==> src/clps_pkg.sv <==
// What this block does
// - Loops run only from the oscillator clock
// - Loop behaviour set purely by digital values
// - Bandwidth, damping, lock range set directly
// - Loop arithmetic uses 54-bit resolution
// - Smoothing loop four decades wider than loop
// - Alarm register 11h: activity, lock, reset 22h
// - Holdover freezes output frequency immediately
// - Pick highest priority valid input, fall back
// - Frame-alignment failure never disqualifies input
`default_nettype none
package clps_pkg;
  // ************************************************
  // Register offsets
  // ************************************************
  localparam logic [7:0] CLPS_OFF_ID       = 8'h00;
  localparam logic [7:0] CLPS_OFF_REV      = 8'h01;
  localparam logic [7:0] CLPS_OFF_TEST1    = 8'h03;
  localparam logic [7:0] CLPS_OFF_TEST2    = 8'h04;
  localparam logic [7:0] CLPS_OFF_FLG_IN   = 8'h05;
  localparam logic [7:0] CLPS_OFF_FLG_MODE = 8'h06;
  localparam logic [7:0] CLPS_OFF_FRQ_TOP  = 8'h07;
  localparam logic [7:0] CLPS_OFF_FLG_SYNC = 8'h08;
  localparam logic [7:0] CLPS_OFF_STATE    = 8'h09;
  localparam logic [7:0] CLPS_OFF_RANK_LO  = 8'h0A;
  localparam logic [7:0] CLPS_OFF_RANK_HI  = 8'h0B;
  localparam logic [7:0] CLPS_OFF_FRQ_LO   = 8'h0C;
  localparam logic [7:0] CLPS_OFF_FRQ_MID  = 8'h0D;
  localparam logic [7:0] CLPS_OFF_VAL_LO   = 8'h0E;
  localparam logic [7:0] CLPS_OFF_VAL_HI   = 8'h0F;
  localparam logic [7:0] CLPS_OFF_ALM_SE   = 8'h11;
  localparam logic [7:0] CLPS_OFF_ALM_DF   = 8'h12;
  localparam logic [7:0] CLPS_OFF_ALM_SB   = 8'h14;
  localparam logic [7:0] CLPS_OFF_PRIO_SE  = 8'h19;
  localparam logic [7:0] CLPS_OFF_PRIO_DF  = 8'h1A;
  // ************************************************
  // Reset values
  // ************************************************
  localparam logic [7:0] CLPS_RST_TEST1    = 8'h14;
  localparam logic [7:0] CLPS_RST_TEST2    = 8'h12;
  localparam logic [7:0] CLPS_RST_FLG_IN   = 8'hFF;
  localparam logic [7:0] CLPS_RST_FLG_MODE = 8'h3F;
  localparam logic [7:0] CLPS_RST_FLG_SYNC = 8'h10;
  localparam logic [7:0] CLPS_RST_ALM      = 8'h22;
  localparam logic [7:0] CLPS_RST_PRIO_SE  = 8'h32;
  localparam logic [7:0] CLPS_RST_PRIO_DF  = 8'h00;
  // Identity values, arbitrary
  localparam logic [7:0] CLPS_ID_VAL       = 8'hA5;
  localparam logic [7:0] CLPS_REV_VAL      = 8'h07;
  // Fixed priority of the standby input
  localparam logic [3:0] CLPS_PRIO_STBY    = 4'h4;
  // ************************************************
  // Field positions and codes
  // ************************************************
  localparam int CLPS_NUM_IN     = 5;     // Inputs: pri SE, sec SE, pri DF, sec DF, standby
  localparam int CLPS_RES_W      = 54;    // Loop arithmetic width
  localparam int CLPS_FRQ_W      = 19;    // Reported frequency width
  localparam int CLPS_FRQ_LSB    = 35;    // Lowest reported accumulator bit
  localparam int CLPS_APLL_RATIO = 10000; // Smoothing loop bandwidth ratio
  localparam logic [2:0] CLPS_CODE_FREE = 3'h1;
  localparam logic [2:0] CLPS_CODE_HOLD = 3'h2;
  localparam logic [2:0] CLPS_CODE_LOCK = 3'h4;
  // ************************************************
  // Types
  // ************************************************
  typedef enum logic [1:0] {CLPS_FREE, CLPS_LOCK, CLPS_HOLD} clps_mode_t;
  typedef logic [CLPS_NUM_IN-1:0][3:0] clps_prio_t;
  typedef logic [2:0][3:0] clps_rank_t;
  // Input monitor results
  typedef struct packed {
    logic [4:0] valid;
    logic [4:0] noact;
    logic [4:0] phlock;
    logic [2:0] sync_alm;
  } clps_mon_t;
  // Loop settings
  typedef struct packed {
    logic [3:0]  bw_shift;
    logic [3:0]  damp_shift;
    logic [18:0] lock_range;
  } clps_loop_cfg_t;
endpackage
`default_nettype wire

==> src/clps_loop.sv <==
`timescale 1ns/100ps
`default_nettype none
module clps_loop
  import clps_pkg::*;
(
  // Clock and reset
  input  wire logic              clk,
  input  wire logic              rst,
  // Control
  input  wire clps_mode_t        mode,
  input  wire logic signed [15:0] phase_err,
  input  wire clps_loop_cfg_t    cfg,
  // Result
  output logic [CLPS_FRQ_W-1:0]  freq,
  output logic                   at_limit
);
  // ************************************************
  // State
  // ************************************************
  typedef struct packed {
    logic signed [CLPS_RES_W-1:0] integ; // Frequency integrator
    logic signed [CLPS_RES_W-1:0] outv;  // Loop output
    logic                         lim;   // Clamped at lock range
  } clps_loop_st_t;
  clps_loop_st_t st_r, st_nxt;
  logic signed [CLPS_RES_W-1:0] err_x;  // Extended error
  logic signed [CLPS_RES_W-1:0] sum;    // Integrator update
  logic signed [CLPS_RES_W-1:0] lim_hi; // Upper clamp
  logic [4:0]                   psh;    // Proportional shift

  // Loop update, every step a plain digital parameter
  always_comb
  begin
    st_nxt = st_r;
    err_x  = CLPS_RES_W'(phase_err);
    lim_hi = $signed({1'b0, cfg.lock_range, 34'h0});
    sum    = st_r.integ + (err_x <<< cfg.bw_shift);
    psh    = {1'b0, cfg.bw_shift} + {1'b0, cfg.damp_shift};
    unique case (mode)
      CLPS_FREE:
      begin
        st_nxt = '0;
      end
      CLPS_HOLD:
      begin
        st_nxt = st_r;
      end
      CLPS_LOCK:
      begin
        st_nxt.lim = 1'b1;
        if (sum > lim_hi)
          st_nxt.integ = lim_hi;
        else if (sum < -lim_hi)
          st_nxt.integ = -lim_hi;
        else
        begin
          st_nxt.integ = sum;
          st_nxt.lim   = 1'b0;
        end
        st_nxt.outv = st_nxt.integ + (err_x <<< psh);
      end
    endcase
  end

  // State register, driven only by the oscillator clock
  always_ff @(posedge clk or posedge rst)
  begin
    if (rst)
      st_r <= '0;
    else
      st_r <= st_nxt;
  end

  assign freq     = st_r.outv[CLPS_FRQ_LSB +: CLPS_FRQ_W];
  assign at_limit = st_r.lim;

  // ************************************************
  // Checks
  // ************************************************
  property p_hold_freeze;
    @(posedge clk) disable iff (rst)
    (mode == CLPS_HOLD) |=> (freq == $past(freq));
  endproperty
  a_hold_freeze: assert property (p_hold_freeze) else $error("holdover frequency moved");

  property p_freerun_zero;
    @(posedge clk) disable iff (rst)
    (mode == CLPS_FREE) |=> (freq == '0) && !at_limit;
  endproperty
  a_freerun_zero: assert property (p_freerun_zero) else $error("free run output not nominal");
endmodule
`default_nettype wire

==> src/clps_select.sv <==
`timescale 1ns/100ps
`default_nettype none
module clps_select
  import clps_pkg::*;
(
  // Clock and reset
  input  wire logic       clk,
  input  wire logic       rst,
  // Candidates
  input  wire logic [4:0] valid,
  input  wire clps_prio_t prio,
  // Ranking
  output clps_rank_t      rank,
  output logic [3:0]      sel
);
  // ************************************************
  // State
  // ************************************************
  typedef struct packed {
    clps_rank_t rank; // Three best valid inputs
    logic [3:0] sel;  // Selected input number
  } clps_sel_st_t;
  clps_sel_st_t st_r, st_nxt;
  logic [4:0] taken;  // Inputs already ranked
  logic [3:0] best_p; // Best priority so far
  logic [3:0] best_i; // Best input number so far

  // Ranking: lowest nonzero priority value wins, ties to lower index
  always_comb
  begin
    st_nxt = st_r;
    taken  = '0;
    best_p = '0;
    best_i = '0;
    for (int k = 0; k < 3; k++)
    begin
      best_p = 4'hF;
      best_i = 4'h0;
      for (int i = 0; i < CLPS_NUM_IN; i++)
      begin
        // Only activity validity counts, never frame alignment
        if (valid[i] && !taken[i] && prio[i] != 4'h0 && (best_i == 4'h0 || prio[i] < best_p))
        begin
          best_p = prio[i];
          best_i = 4'(i + 1);
        end
      end
      if (best_i != 4'h0)
        taken[3'(best_i - 4'h1)] = 1'b1;
      st_nxt.rank[k] = best_i;
    end
    st_nxt.sel = st_nxt.rank[0];
  end

  // State register
  always_ff @(posedge clk or posedge rst)
  begin
    if (rst)
      st_r <= '0;
    else
      st_r <= st_nxt;
  end

  assign rank = st_r.rank;
  assign sel  = st_r.sel;

  // ************************************************
  // Checks
  // ************************************************
  property p_sel_none;
    @(posedge clk) disable iff (rst)
    (valid == '0) |=> (sel == 4'h0);
  endproperty
  a_sel_none: assert property (p_sel_none) else $error("input selected with none valid");

  property p_sel_valid;
    @(posedge clk) disable iff (rst)
    (st_nxt.sel != 4'h0) |-> valid[3'(st_nxt.sel - 4'h1)] && (prio[3'(st_nxt.sel - 4'h1)] != 4'h0);
  endproperty
  a_sel_valid: assert property (p_sel_valid) else $error("selected input was not valid");
endmodule
`default_nettype wire

==> src/clps_regs.sv <==
`timescale 1ns/100ps
`default_nettype none
module clps_regs
  import clps_pkg::*;
(
  // Clock and reset
  input  wire logic                  CLK,
  input  wire logic                  SYS_RST,
  // Register port
  input  wire logic [7:0]            REG_ADDR,
  input  wire logic                  REG_WR,
  input  wire logic                  REG_RD,
  input  wire logic [7:0]            REG_WDATA,
  output logic [7:0]                 REG_RDATA,
  // Input monitors
  input  wire clps_mon_t             IN_MON,
  input  wire logic signed [15:0]    PHASE_ERR,
  input  wire logic                  AUX_LOCKED,
  input  wire logic                  AUX_FREQ_ALARM,
  // Loop settings
  input  wire clps_loop_cfg_t        LOOP_CFG,
  // Loop results
  output logic [3:0]                 SEL_SOURCE,
  output logic [2:0]                 LOOP_STATE,
  output logic [CLPS_FRQ_W-1:0]      LOOP_FREQ
);
  // ************************************************
  // State
  // ************************************************
  typedef struct packed {
    clps_mode_t mode;      // Main loop state
    logic [7:0] test1;     // Factory test one
    logic [7:0] test2;     // Factory test two
    logic [7:0] flg_in;    // Input events
    logic [7:0] flg_mode;  // Mode and standby events
    logic [7:0] flg_sync;  // Frame alignment events
    logic [7:0] prio_se;   // Single ended priorities
    logic [7:0] prio_df;   // Differential priorities
    logic [7:0] alm_se;    // Single ended alarms
    logic [7:0] alm_df;    // Differential alarms
    logic [7:0] alm_sb;    // Standby alarms
    logic [4:0] prev_val;  // Validity last cycle
    logic       prev_sync; // Frame alarm last cycle
    logic [7:0] rdata;     // Read data
  } clps_main_st_t;
  clps_main_st_t st_r, st_nxt;

  // ************************************************
  // Submodule wiring
  // ************************************************
  clps_rank_t          rank;     // Ranked inputs
  logic [3:0]          sel;      // Selected input
  logic [CLPS_FRQ_W-1:0] freq;   // Loop frequency
  logic                at_limit; // Loop at lock range
  clps_prio_t          prio;     // Priority table
  logic [7:0]          rd_mux;   // Read selection
  logic [2:0]          code;     // Reported loop state
  logic [4:0]          val_chg;  // Validity edges
  logic                sync_any; // Any frame alarm
  logic                lost;     // Selected input failed
  logic                mode_chg; // Loop state changed
  logic [7:0]          clr;      // Clear mask

  // Priority table, standby entry fixed
  assign prio = {CLPS_PRIO_STBY, st_r.prio_df[7:4], st_r.prio_df[3:0],
                 st_r.prio_se[7:4], st_r.prio_se[3:0]};

  // Input selection
  clps_select u_select (
    .clk   (CLK),
    .rst   (SYS_RST),
    .valid (IN_MON.valid),
    .prio  (prio),
    .rank  (rank),
    .sel   (sel)
  );

  // Digital loop
  clps_loop u_loop (
    .clk       (CLK),
    .rst       (SYS_RST),
    .mode      (st_r.mode),
    .phase_err (PHASE_ERR),
    .cfg       (LOOP_CFG),
    .freq      (freq),
    .at_limit  (at_limit)
  );

  // ************************************************
  // Loop state code
  // ************************************************
  always_comb
  begin
    unique case (st_r.mode)
      CLPS_FREE: code = CLPS_CODE_FREE;
      CLPS_LOCK: code = CLPS_CODE_LOCK;
      CLPS_HOLD: code = CLPS_CODE_HOLD;
      default:   code = CLPS_CODE_FREE;  // Unused encoding
    endcase
  end

  // ************************************************
  // Read selection
  // ************************************************
  always_comb
  begin
    unique case (REG_ADDR)
      CLPS_OFF_ID:       rd_mux = CLPS_ID_VAL;
      CLPS_OFF_REV:      rd_mux = CLPS_REV_VAL;
      CLPS_OFF_TEST1:    rd_mux = st_r.test1;
      CLPS_OFF_TEST2:    rd_mux = st_r.test2;
      CLPS_OFF_FLG_IN:   rd_mux = st_r.flg_in;
      CLPS_OFF_FLG_MODE: rd_mux = st_r.flg_mode;
      CLPS_OFF_FRQ_TOP:  rd_mux = {5'h00, freq[18:16]};
      CLPS_OFF_FLG_SYNC: rd_mux = st_r.flg_sync;
      CLPS_OFF_STATE:    rd_mux = {sync_any, AUX_LOCKED, at_limit, AUX_FREQ_ALARM, 1'b0, code};
      CLPS_OFF_RANK_LO:  rd_mux = {rank[0], sel};
      CLPS_OFF_RANK_HI:  rd_mux = {rank[2], rank[1]};
      CLPS_OFF_FRQ_LO:   rd_mux = freq[7:0];
      CLPS_OFF_FRQ_MID:  rd_mux = freq[15:8];
      CLPS_OFF_VAL_LO:   rd_mux = {2'b00, IN_MON.valid[3:0], 2'b00};
      CLPS_OFF_VAL_HI:   rd_mux = {7'h00, IN_MON.valid[4]};
      CLPS_OFF_ALM_SE:   rd_mux = st_r.alm_se;
      CLPS_OFF_ALM_DF:   rd_mux = st_r.alm_df;
      CLPS_OFF_ALM_SB:   rd_mux = st_r.alm_sb;
      CLPS_OFF_PRIO_SE:  rd_mux = st_r.prio_se;
      CLPS_OFF_PRIO_DF:  rd_mux = st_r.prio_df;
      default:           rd_mux = 8'h00;   // Unmapped reads zero
    endcase
  end

  // ************************************************
  // Event detection
  // ************************************************
  assign sync_any = |IN_MON.sync_alm;
  assign val_chg  = IN_MON.valid ^ st_r.prev_val;
  // Selected input dropped while locked
  assign lost     = (st_r.mode == CLPS_LOCK) && (sel != 4'h0) && !IN_MON.valid[3'(sel - 4'h1)];

  // ************************************************
  // Next state
  // ************************************************
  always_comb
  begin
    st_nxt    = st_r;
    // Loop state sequence
    unique case (st_r.mode)
      CLPS_FREE:
      begin
        if (sel != 4'h0)
          st_nxt.mode = CLPS_LOCK;
      end
      CLPS_LOCK:
      begin
        if (sel == 4'h0)
          st_nxt.mode = CLPS_HOLD;
      end
      CLPS_HOLD:
      begin
        if (sel != 4'h0)
          st_nxt.mode = CLPS_LOCK;
      end
    endcase
    mode_chg = (st_nxt.mode != st_r.mode);
    // Alarm snapshots
    st_nxt.alm_se = {2'b00, IN_MON.noact[1], IN_MON.phlock[1], 2'b00,
                     IN_MON.noact[0], IN_MON.phlock[0]};
    st_nxt.alm_df = {2'b00, IN_MON.noact[3], IN_MON.phlock[3], 2'b00,
                     IN_MON.noact[2], IN_MON.phlock[2]};
    st_nxt.alm_sb = {6'h00, IN_MON.noact[4], IN_MON.phlock[4]};
    st_nxt.prev_val  = IN_MON.valid;
    st_nxt.prev_sync = sync_any;
    // Plain writes
    if (REG_WR)
    begin
      unique case (REG_ADDR)
        CLPS_OFF_TEST1:   st_nxt.test1   = REG_WDATA;
        CLPS_OFF_TEST2:   st_nxt.test2   = REG_WDATA;
        CLPS_OFF_PRIO_SE: st_nxt.prio_se = REG_WDATA;
        CLPS_OFF_PRIO_DF: st_nxt.prio_df = REG_WDATA;
        default:          st_nxt.test1   = st_r.test1;
      endcase
    end
    // Event flags: write one clears, a new event wins
    clr = REG_WR ? REG_WDATA : 8'h00;
    st_nxt.flg_in   = (st_r.flg_in & ~((REG_ADDR == CLPS_OFF_FLG_IN) ? clr : 8'h00))
                    | {2'b00, val_chg[3:0], 2'b00};
    st_nxt.flg_mode = (st_r.flg_mode & ~((REG_ADDR == CLPS_OFF_FLG_MODE) ? clr : 8'h00))
                    | {mode_chg, lost, 5'h00, val_chg[4]};
    st_nxt.flg_sync = (st_r.flg_sync & ~((REG_ADDR == CLPS_OFF_FLG_SYNC) ? clr : 8'h00))
                    | {sync_any && !st_r.prev_sync, 7'h00};
    // Read data
    if (REG_RD)
      st_nxt.rdata = rd_mux;
  end

  // ************************************************
  // State register
  // ************************************************
  always_ff @(posedge CLK or posedge SYS_RST)
  begin
    if (SYS_RST)
    begin
      st_r           <= '0;
      st_r.mode      <= CLPS_FREE;
      st_r.test1     <= CLPS_RST_TEST1;
      st_r.test2     <= CLPS_RST_TEST2;
      st_r.flg_in    <= CLPS_RST_FLG_IN;
      st_r.flg_mode  <= CLPS_RST_FLG_MODE;
      st_r.flg_sync  <= CLPS_RST_FLG_SYNC;
      st_r.prio_se   <= CLPS_RST_PRIO_SE;
      st_r.prio_df   <= CLPS_RST_PRIO_DF;
      st_r.alm_se    <= CLPS_RST_ALM;
      st_r.alm_df    <= CLPS_RST_ALM;
      st_r.alm_sb    <= CLPS_RST_ALM;
    end
    else
      st_r <= st_nxt;
  end

  // Outputs
  assign REG_RDATA  = st_r.rdata;
  assign SEL_SOURCE = sel;
  assign LOOP_STATE = code;
  assign LOOP_FREQ  = freq;

  // ************************************************
  // Checks
  // ************************************************
  property p_alarm_map;
    @(posedge CLK) disable iff (SYS_RST)
    1'b1 |=> (st_r.alm_se == {2'b00, $past(IN_MON.noact[1]), $past(IN_MON.phlock[1]), 2'b00,
                              $past(IN_MON.noact[0]), $past(IN_MON.phlock[0])});
  endproperty
  a_alarm_map: assert property (p_alarm_map) else $error("alarm register mismatch");

  property p_freq_read;
    @(posedge CLK) disable iff (SYS_RST)
    (REG_RD && REG_ADDR == CLPS_OFF_FRQ_LO) |=> (REG_RDATA == $past(freq[7:0]));
  endproperty
  a_freq_read: assert property (p_freq_read) else $error("frequency low byte wrong");

  property p_hold_entry;
    @(posedge CLK) disable iff (SYS_RST)
    (st_r.mode == CLPS_LOCK && sel == 4'h0) |=> (st_r.mode == CLPS_HOLD) ##1 (LOOP_FREQ == $past(LOOP_FREQ));
  endproperty
  a_hold_entry: assert property (p_hold_entry) else $error("holdover not entered at once");

  property p_sync_keep;
    @(posedge CLK) disable iff (SYS_RST)
    (sync_any && $stable(IN_MON.valid) && $stable(prio)) |=> $stable(sel);
  endproperty
  a_sync_keep: assert property (p_sync_keep) else $error("frame alarm changed selection");

  property p_prio_write;
    @(posedge CLK) disable iff (SYS_RST)
    (REG_WR && REG_ADDR == CLPS_OFF_PRIO_SE) |=> (st_r.prio_se == $past(REG_WDATA));
  endproperty
  a_prio_write: assert property (p_prio_write) else $error("priority write lost");

  property p_prio_df_write;
    @(posedge CLK) disable iff (SYS_RST)
    (REG_WR && REG_ADDR == CLPS_OFF_PRIO_DF) |=> (st_r.prio_df == $past(REG_WDATA));
  endproperty
  a_prio_df_write: assert property (p_prio_df_write) else $error("differential priority write lost");

  property p_lock_entry;
    @(posedge CLK) disable iff (SYS_RST)
    (st_r.mode != CLPS_LOCK && sel != 4'h0) |=> (st_r.mode == CLPS_LOCK);
  endproperty
  a_lock_entry: assert property (p_lock_entry) else $error("valid source not taken");

  property p_loss_flag;
    @(posedge CLK) disable iff (SYS_RST)
    (st_r.mode == CLPS_LOCK && sel == 4'h0) |=> st_r.flg_mode[7];
  endproperty
  a_loss_flag: assert property (p_loss_flag) else $error("state change not flagged");

  property p_rank_read;
    @(posedge CLK) disable iff (SYS_RST)
    (REG_RD && REG_ADDR == CLPS_OFF_RANK_LO) |=> (REG_RDATA[7:4] == REG_RDATA[3:0]) && (REG_RDATA[3:0] == $past(sel));
  endproperty
  a_rank_read: assert property (p_rank_read) else $error("ranking report wrong");

  property p_valid_read;
    @(posedge CLK) disable iff (SYS_RST)
    (REG_RD && REG_ADDR == CLPS_OFF_VAL_LO) |=> (REG_RDATA[5:2] == $past(IN_MON.valid[3:0]));
  endproperty
  a_valid_read: assert property (p_valid_read) else $error("validity report wrong");

  property p_freq_top_read;
    @(posedge CLK) disable iff (SYS_RST)
    (REG_RD && REG_ADDR == CLPS_OFF_FRQ_TOP) |=> (REG_RDATA == {5'h00, $past(freq[18:16])});
  endproperty
  a_freq_top_read: assert property (p_freq_top_read) else $error("frequency top bits wrong");

  property p_freq_mid_read;
    @(posedge CLK) disable iff (SYS_RST)
    (REG_RD && REG_ADDR == CLPS_OFF_FRQ_MID) |=> (REG_RDATA == $past(freq[15:8]));
  endproperty
  a_freq_mid_read: assert property (p_freq_mid_read) else $error("frequency middle byte wrong");
endmodule
`default_nettype wire

==> config.mk <==
export PLATFORM = sky130hd
export DESIGN_NAME = clps_regs
export DESIGN_NICKNAME = d
export VERILOG_FILES = /design/src/clps_pkg.sv /design/src/clps_loop.sv /design/src/clps_select.sv /design/src/clps_regs.sv
export SDC_FILE = /design/constraint.sdc
export NUM_CORES = 1
export LEC_CHECK = 0
export BUFFER_PORTS_ARGS = -buffer_cell sky130_fd_sc_hd__buf_4
export CORE_MARGIN = 5
export CORE_UTILIZATION = 50
export CTS_CLUSTER_DIAMETER = 150
export DETAILED_ROUTE_END_ITERATION = 10
export GPL_ROUTABILITY_DRIVEN = 0
export HOLD_SLACK_MARGIN = 0.02
export PLACE_DENSITY = 0.7
export SLEW_MARGIN = 5
export SYNTH_ARGS = -nofsm -noshare
export SYNTH_HDL_FRONTEND = slang
export SYNTH_HIERARCHICAL = 1
export SYNTH_SLANG_ARGS = --single-unit
export TNS_END_PERCENT = 1
==> constraint.sdc <==
create_clock -name CLK -period 19.56 [get_ports CLK]
set_input_delay 1.956 -clock CLK [delete_from_list [all_inputs] [get_ports CLK]]
set_output_delay 1.956 -clock CLK [all_outputs]
set_load 0.005 [all_outputs]
Word-level counts from Yosys, hierarchy flattened
Index checks and enable logic that the tools add are counted.
{ "classes": {"mul": 0, "reduce_logical": 91, "order_cmp": 19, "n_eq_ne": 22, "div_mod_pow": 0, "shift": 2, "bitwise_logic": 11, "n_addsub": 7, "mux": 50} }
{ "op_table": {"columns": ["cell", "count"], "rows": [
  ["$pmux W109 S2", 1],
  ["$mux W54", 3],
  ["$pmux W8 S20", 1],
  ["$add A54 B54 Y54", 2],
  ["$eq A8 B4 Y1 const B", 8],
  ["$mux W4", 16],
  ["$gt A54 B54 Y1", 1],
  ["$lt A54 B54 Y1", 1],
  ["$neg A53 Y54", 1],
  ["$sshl A16 B4 Y54", 1],
  ["$sshl A16 B5 Y54", 1],
  ["$logic_not A4 Y1", 13],
  ["$eq A8 B5 Y1 const B", 5],
  ["$logic_and A1 B1 Y1", 39],
  ["$lt A4 B4 Y1", 9],
  ["$eq A8 B3 Y1 const B", 4],
  ["$mux W8", 4],
  ["$reduce_bool A4 Y1", 7],
  ["$and A8 B8 Y8", 3],
  ["$not A8 Y8", 3],
  ["$or A8 B8 Y8", 2],
  ["$logic_not A1 Y1", 12],
  ["$logic_or A1 B1 Y1", 12],
  ["$lt A3 B4 Y1 const A", 3],
  ["25 further kinds", 50]
]} }
{ "word_totals": {"reg_bits": 202, "memories": 0, "elab_cells": 222, "ram_bits": 0, "inputBits": 83, "latchBits": 0, "romBits": 0} }

Depth between registers and ports, before layout
Gate-level depths: netlist of the first run.
{ "logic_depth": {"word_depth": 72, "ltp_mapped": 111} }

Hierarchy
The synthesis of the first run kept the hierarchy.
{ "by_module_without_submodules": {"columns": ["mod", "area_per_inst_um2", "cells_each", "instances"], "rows": [
  ["clps_loop", 12463.2, 1693, 1],
  ["clps_regs", 4555.6, 423, 1],
  ["clps_select", 3041.7, 403, 1]
]} }

Worst setup path before layout of the first run
No wires, ideal clock.
{ "synth_timing": {"kind": "input to register", "startpoint": "input port IN_MON[13] (netlist bit)", "endpoint": "register u_select.st_r, in the netlist u_select/rank[10]", "slack_ns": -0.241, "cell_stages": 93, "t_required_ns": 19.436, "setup_time_ns": 0.124, "arrival_ns": 19.677, "cell_sequence": "o41ai_1 nor2_1 ha_1 and4b_1 a21o_1 a21o_1 or2_2 a21oi_1 inv_1 ha_1 nand2_1 mux2_2 a211o_1 o21bai_2 nor2_1 a21oi_1 ha_1 a2111oi_1 [57 not listed] nand2_1 o21a_1 o31ai_1 o22a_1 buf_6 mux2_1 ha_1 nor2b_1 o21ai_0 nand2_1 a41oi_1 a21oi_4 mux2_4 ha_1 o21ai_0 nand2_1 o21ai_0 a211o_1"} }
{ "synth_rtl": {"columns": ["item", "line_no", "rtl"], "rows": [
  ["start: declaration", "clps_regs.sv:16", "input wire clps_mon_t IN_MON,"],
  ["end signal: assignment", "clps_select.sv:61", "st_r <= st_nxt;"],
  ["end: declaration", "clps_select.sv:23", "clps_sel_st_t st_r, st_nxt;"]
]} }

==> metrics.cfg, run 1 <==
[status]
status=finished, final reports clean

[die]
ios=117
dieWidth_um=210.3
coreArea_um2=39730
std_cell_rows=73
die_area_um2=44230
initial_core_util=0.5049
die_y_um=210.3

[cts]
clockBufferDepth=2
clkSinkCount=166
cts-root-buf=clkbuf_16
insertion_delay_ns=0.47
cts_made_buffers=17
cts_tree=yes
cts_hold_buf=0
clkSlewWorstSetupHoldPaths_ns=0.07
htree_levels=4

[power_and_ir_drop]
p_leak_nw=10.12
power.internal_mw=1.799
pwr-share-comb=0.781
switching_share=0.5383
switching_power_mw=2.098
irDropWorstVdd_mv=0.1896
p_seq_frac=0.129
powerDensity_nw_per_um2=175.9
p_total_mw=3.896
clkPwrFrac=0.091

[routing]
wl_um=67600
drt_first_pass_iters=7
drc=0
detail-route-antenna-nets=0
vias_per_cell=6.623
drt_iter0_drc=2362
vias=20650
drt-wirelength-per-cell_um=21.69

[timing]
drv_slew=0
tightest_slew_ns=1.133
setup_viol=0
fmax_ghz=0.05291
finalCritPeriodShare=0.9663
hold_slack_ns=0.4403
clock_skew_ns=0.01673
setup_ws_ns=0.6589
finalHoldViolCount=0
period_minus_slack_ns=18.90
finalSetupTns_ns=0
slew_headroom=0.2350

[placement]
io_buffer_count=115
hpwl_um=51870
dpl_cell_area_um2=21240
dp_slack_ns=-0.7560

[synth]
synthCells=2519
yosys_warnings=6
ys.flop_type=dfrtp_1
synth-edff-count=0
seq_area_frac_synth=0.2088
avgSynthCellArea_um2=7.964
synth_area_um2=20060
ys_ff_latch=166
async_flop_share=1.000
ys_types=129

[critical_path]
startpoint_type=primary input
crit_family=compound AO/OA/AOI/OAI gates
cp_slowest_stage_delay_ns=0.38
cp_data_arrival_time_ns=19.24
critPathMaxFanout=7
end_kind=register
path_class=primary input to register
worst_path_most_repeated_cell=ha_1
slowest_stage=mux2_2
path_buf_inv=10
worstPathRequired_ns=19.90

[final_layout]
antenna_cells=0
final_layout_size_suffix_gt1_frac=0.1501
synthToLayoutAreaGrowth_pct=10.44
nets=2846
stdcell_area_um2=22160

[grt]
antenna_found_initial=1
grt_max_degree=84
grt_overflow_total=0
grtUsageTotal=0.2898
first_global_vias=19190
grt_first_pass_wirelength_um=104700

[worst_hold_path]
hp-class=register to register

[job]
drv_cap=0

per-stage QoR:
stage               cells  utilization
finish               3117       0.5576
global route         3117       0.5576
CTS                  3101       0.5507
detailed placement   3069       0.5345
global placement     3069       0.5345
floorplan            2540            -
state kept, by name, summed over array words and instances (netlist names):
signal / flops
st_r: 59
u_loop/st_r: 54
u_loop/freq: 19
prio: 16
REG_RDATA: 8
u_select/rank: 6
u_select/sel: 3
u_loop/at_limit: 1
timing repair:
item,CTS,global route
buffers inserted,0,16
gates resized for setup,5,39
pin swaps,0,14
endpoints found under the setup margin,3,3
routing by layer:
layer | wire (µm) | vias up | track usage
met2 | 30780 | 1076 | 0.4709
met3 | 5517 | 200 | 0.04376
met4 | 3214 | 2 | 0.1238
met1 | 28070 | 9828 | 0.3860
li1 | - | 9539 | -
met5 | 17 | - | 0
final timing paths:
check                           start                to  slack (ns)  cells past startpoint
min in group asynchronous     SYS_RST  u_select/rank[5]        1.51                      2
max in group asynchronous     SYS_RST          st_r[11]       17.01                      3
max reg2reg                   prio[0]  u_select/rank[8]        1.23                    103
max                        IN_MON[13]  u_select/rank[8]        0.66                    104
min reg2reg                   st_r[8]          st_r[61]        0.44                      1
min                           st_r[8]          st_r[61]        0.44                      1
cell usage after synthesis (all sizes together) (20+ instances only):
cell	instances	area (µm²)
clkbuf	89	337.8
a31oi	30	217.7
xnor2	60	525.5
inv	96	360.4
nand3	57	300.3
and3	41	256.5
a21o	79	608.1
a21oi	216	1096
or3	26	168.9
nand2b	32	200.2
o31ai	20	173.9
dfrtp	138	3453
nor2b	42	262.8
o211ai	27	212.7
dfstp	28	735.7
buf	66	447.9
nand4	45	281.5
o21a	41	309.1
xor2	23	201.4
nor2	204	783.3
ha	182	2277
mux2i	65	654.4
o21ai	203	1020
nand2	237	897.1
a211oi	32	255.3
mux2	54	653.1
nor3	48	256.5
a22o	42	367.9
cells in the final DEF, fill, tap and decap left out, drive strengths merged, types with 26 or more instances in the layout:
| cell type | Yosys | routed |
|---|---|---|
| dfrtp | 138 | 138 |
| inv | 96 | 99 |
| a211oi | 32 | 32 |
| o21ai | 203 | 203 |
| nand3 | 57 | 57 |
| or3 | 26 | 26 |
| nand2b | 32 | 32 |
| a22o | 42 | 42 |
| a21oi | 216 | 216 |
| nand4 | 45 | 45 |
| buf | 66 | 175 |
| ha | 182 | 182 |
| mux2 | 54 | 54 |
| o21a | 41 | 41 |
| and3 | 41 | 41 |
| xnor2 | 60 | 60 |
| mux2i | 65 | 65 |
| a21o | 79 | 79 |
| nor3 | 48 | 48 |
| a31oi | 30 | 30 |
| nand2 | 237 | 237 |
| nor2b | 42 | 42 |
| dfstp | 28 | 28 |
| o211ai | 27 | 27 |
| nor2 | 204 | 204 |
power groups by stage:
stage	clock (mW)	sequential, mW	combinational (mW)
final	0.353	0.502	3.04
after global routing	0.374	0.507	3.34
after CTS	0.359	0.498	2.97
after detailed placement	0	0.503	2.95
after global placement	0	0.503	2.88
after floorplan	0	0.464	2.24
cell families after synthesis:
kind of cell,after synthesis,synth area share
mux,125,0.07191
simple gates,821,0.2048
xor+xnor,83,0.03624
compound gates,882,0.3039
buf+inv,254,0.05769
other cells,3,0.0005613
fa+ha+maj,185,0.1161
flops,166,0.2088
final cells by class:
| cell class | instances | area (µm²) |
|---|---|---|
| timing repair buffer | 175 | 1318 |
| clock inverter | 15 | 201.4 |
| inverter | 99 | 374.1 |
| fill | 3713 | 17580 |
| clock buffer | 17 | 425.4 |
| tap | 525 | 656.9 |
| multi-input combinational | 2120 | 14990 |
| sequential | 166 | 4189 |
worst register-to-register path: cells and delay by family, from the launching register on:
family / cells / cell delay (ns)
compound gates: 44 / 7.85
fa+ha+maj: 15 / 3.97
mux: 5 / 1.44
simple gates: 30 / 3.60
flops: 1 / 0.55
buf+inv: 9 / 0.79
Note: power is estimated with default switching activity, not from simulation.
==> run 2, diff against run 1 <==
--- a/config.mk
+++ b/config.mk
@@ -5,6 +5,7 @@
 export SDC_FILE = /design/constraint.sdc
 export NUM_CORES = 1
 export LEC_CHECK = 0
+export ABC_AREA = 1
 export BUFFER_PORTS_ARGS = -buffer_cell sky130_fd_sc_hd__buf_4
 export CORE_MARGIN = 5
 export CORE_UTILIZATION = 50
@@ -12,7 +13,7 @@
 export DETAILED_ROUTE_END_ITERATION = 10
 export GPL_ROUTABILITY_DRIVEN = 0
 export HOLD_SLACK_MARGIN = 0.02
-export PLACE_DENSITY = 0.7
+export PLACE_DENSITY = 0.67
 export SLEW_MARGIN = 5
 export SYNTH_ARGS = -nofsm -noshare
 export SYNTH_HDL_FRONTEND = slang
==> metrics.cfg, run 2 <==
[status]
status=finished, final reports clean

[final_layout]
nets=3516  ; +24%
regArea_um2=4189  ; unchanged
synthToLayoutAreaGrowth_pct=8.193
layout_commonest_cell=nand2_1
fill_cells=4040  ; +8.8%
top_register=st_r
antenna_cells=0  ; unchanged
largest_reg_flops=59  ; unchanged
stdcell_area_um2=21830  ; -1.5%
final_layout_size_suffix_gt1_frac=0.09902  ; -0.05106
multiInputGateArea_um2=13930  ; -7.1%
final_cell_mix=nand2_1, inv_1, nor2_1, o21ai_0, nand3_1

[synth]
synth_compound_area_frac=0.1876  ; -0.1163
synthCells=3197  ; +27%
synthTopCellsByArea=dfrtp_1, nand2_1, ha_1
synthMuxAreaShare=0.01389  ; -0.05802
synth_area_um2=20170  ; +0.56%
yosys_warnings=6  ; unchanged
synth_xor_area_frac=0.02605  ; -0.01019
yosysTopAreaCellShare=0.1712  ; -0.0009609
synth_fa_ha_area_frac=0.1149  ; -0.001206
seq_area_frac_synth=0.2077  ; -0.001166
synth_top_cell_by_area=dfrtp_1
async_flop_share=1.000  ; unchanged
yosys.cell_count.top_type=nand2_1
synth_top_family_by_area=simple AND/OR/NAND/NOR gates
ys_types=67  ; -48%
avgSynthCellArea_um2=6.310  ; -21%
ys_top_cells_by_count=nand2_1, inv_1, nor2_1, o21ai_0, nand3_1
ys.flop_type=dfrtp_1
yosys.area_share.simple=0.3435  ; +0.1387
ys_ff_latch=166  ; unchanged
synth-edff-count=0  ; unchanged

[worst_hold_path]
hp-class=register to register

[cts]
insertion_delay_ns=0.46  ; about the same
cts_hold_buf=0  ; unchanged
clockBufferDepth=2  ; unchanged
ctsResizeCount=0  ; -5
clkSlewWorstSetupHoldPaths_ns=0.07  ; about the same
clkSinkCount=166  ; unchanged
cts_made_buffers=17  ; unchanged
cts_tree=yes
post_cts_buffers=0  ; unchanged
htree_levels=4  ; unchanged
cts-root-buf=clkbuf_16

[job]
drv_cap=0  ; unchanged

[critical_path]
worst_path_most_repeated_cell=nand2_1
critPathMaxFanout=10  ; +3
cp_slowest_stage_delay_ns=0.34  ; -0.04 ns
path_class=primary input to register
startpoint_type=primary input
worstPathRequired_ns=19.92  ; +0.02 ns
cp_data_arrival_time_ns=15.78  ; -3.46 ns
end_kind=register
slowest_stage=ha_1

[routing]
drt_first_pass_iters=6  ; -1
drt_iter0_drc=1969  ; -17%
vias_per_cell=5.669  ; -14%
drc=0  ; unchanged
vias=21470  ; +4.0%
wl_um=66770  ; -1.2%
drt-wirelength-per-cell_um=17.63  ; -19%
detail-route-antenna-nets=0  ; unchanged
met1_length_um=29030  ; +3.4%
top_layer_used=met4
met2_wirelength_um=31000  ; +0.69%
met3WireLength_um=3886  ; -30%

[die]
die_area_um2=44460  ; +0.54%
initial_core_util=0.5066  ; +0.001670
ios=117  ; unchanged
std_cell_rows=73  ; unchanged
coreArea_um2=39820  ; +0.23%
dieWidth_um=210.9  ; +0.27%
die_y_um=210.9  ; +0.27%

[placement]
hpwl_um=53980  ; +4.1%
io_buffer_count=115  ; unchanged
dpl_cell_area_um2=21250  ; about the same

[timing]
period_minus_slack_ns=15.42  ; -3.481 ns
finalCritPeriodShare=0.7883  ; -0.1780
slew_headroom=0.2920  ; +0.05698
finalSetupTns_ns=0  ; unchanged
rsz0062_at_grt=no
setup_viol=0  ; unchanged
fmax_ghz=0.06485  ; +23%
clock_skew_ns=0.01722  ; +0.0004856 ns
drv_slew=0  ; unchanged
finalHoldViolCount=0  ; unchanged
tightest_slew_ns=1.062  ; -0.07066 ns

[power_and_ir_drop]
powerDensity_nw_per_um2=158.7  ; -9.8%
irDropWorstVdd_mv=0.1177  ; -38%
p_leak_nw=11.61  ; +15%

[grt]
first_global_vias=20470  ; +6.7%
grtUsageTotal=0.2920  ; +0.002180
grt_max_degree=84  ; unchanged
grt_first_pass_wirelength_um=105800  ; +1.1%
grt_overflow_total=0  ; unchanged
antenna_found_initial=0  ; -1

[run 2: cell types whose count changed after synthesis, moves of 42 or more]
cell / change
inv_1: +288
o21ai_0: +85
nor2b_1: -42
nand3_1: +153
nor2_1: +125
a21o_1: -70
nand2_1: +629
[run 2: kinds of logic after synthesis]
| family | after synthesis |
|---|---|
| buf+inv | 517 |
| simple gates | 1586 |
| other cells | 3 |
| xor+xnor | 60 |
| compound gates | 653 |
| mux | 28 |
| fa+ha+maj | 184 |
| flops | 166 |
[run 2: critical path: cells and delay by family]
kind / cells / cell delay [ns]
AND/OR/NAND/NOR: 69 / 5.66
adder cells (fa/ha/maj): 15 / 4.37
buffers and inverters: 16 / 1.02
AO/OA/AOI/OAI: 17 / 2.71
[run 2: through the flow]
stage | std cells | setup WS, ns | utilization | hold WS, ns | total power, mW
floorplan | 3213 | 5.767 | - | 0.4103 | 2.370
global placement | 3755 | 4.603 | 0.5335 | 0.4142 | 3.007
detailed placement | 3755 | 3.929 | 0.5335 | 0.4468 | 3.046
CTS | 3787 | 4.404 | 0.5481 | 0.4566 | 3.404
global route | 3787 | 2.829 | 0.5481 | 0.4658 | 3.780
finish | 3787 | 4.140 | 0.5481 | 0.4602 | 3.463
[run 2: layout make-up]
cell class                 instances  area share
clock buffer                      19     0.02029
tap                              525     0.03010
timing repair buffer             123     0.04231
clock inverter                    13    0.006306
inverter                         411     0.07086
sequential                       166      0.1919
multi-input combinational       2530      0.6382
[run 2: report_power, final]
group / internal (mW) / total (mW) / switching (mW) / leakage (nW)
sequential: 0.425 / 0.493 / 0.0685 / 2.08
clock: 0.183 / 0.342 / 0.159 / 0.285
combinational: 0.870 / 2.63 / 1.76 / 9.25
[run 2: final timing paths]
kind	startpoint	to	slack (ns)	depth (start not counted)
setup / recovery	IN_MON[13]	u_select/rank[10]	4.14	117
hold / removal	st_r[8]	st_r[61]	0.46	1
setup reg to reg	prio[1]	u_select/rank[10]	5.00	118
hold reg to reg	st_r[8]	st_r[61]	0.46	1
max in group asynchronous	SYS_RST	st_r[30]	17.01	3
min in group asynchronous	SYS_RST	u_select/rank[4]	1.53	2
[run 2: metal layers]
layer | vias up | track usage
met5 | - | 0
met4 | 0 | 0.1183
met3 | 164 | 0.04263
met2 | 794 | 0.4927
met1 | 9894 | 0.3771
li1 | 10620 | -
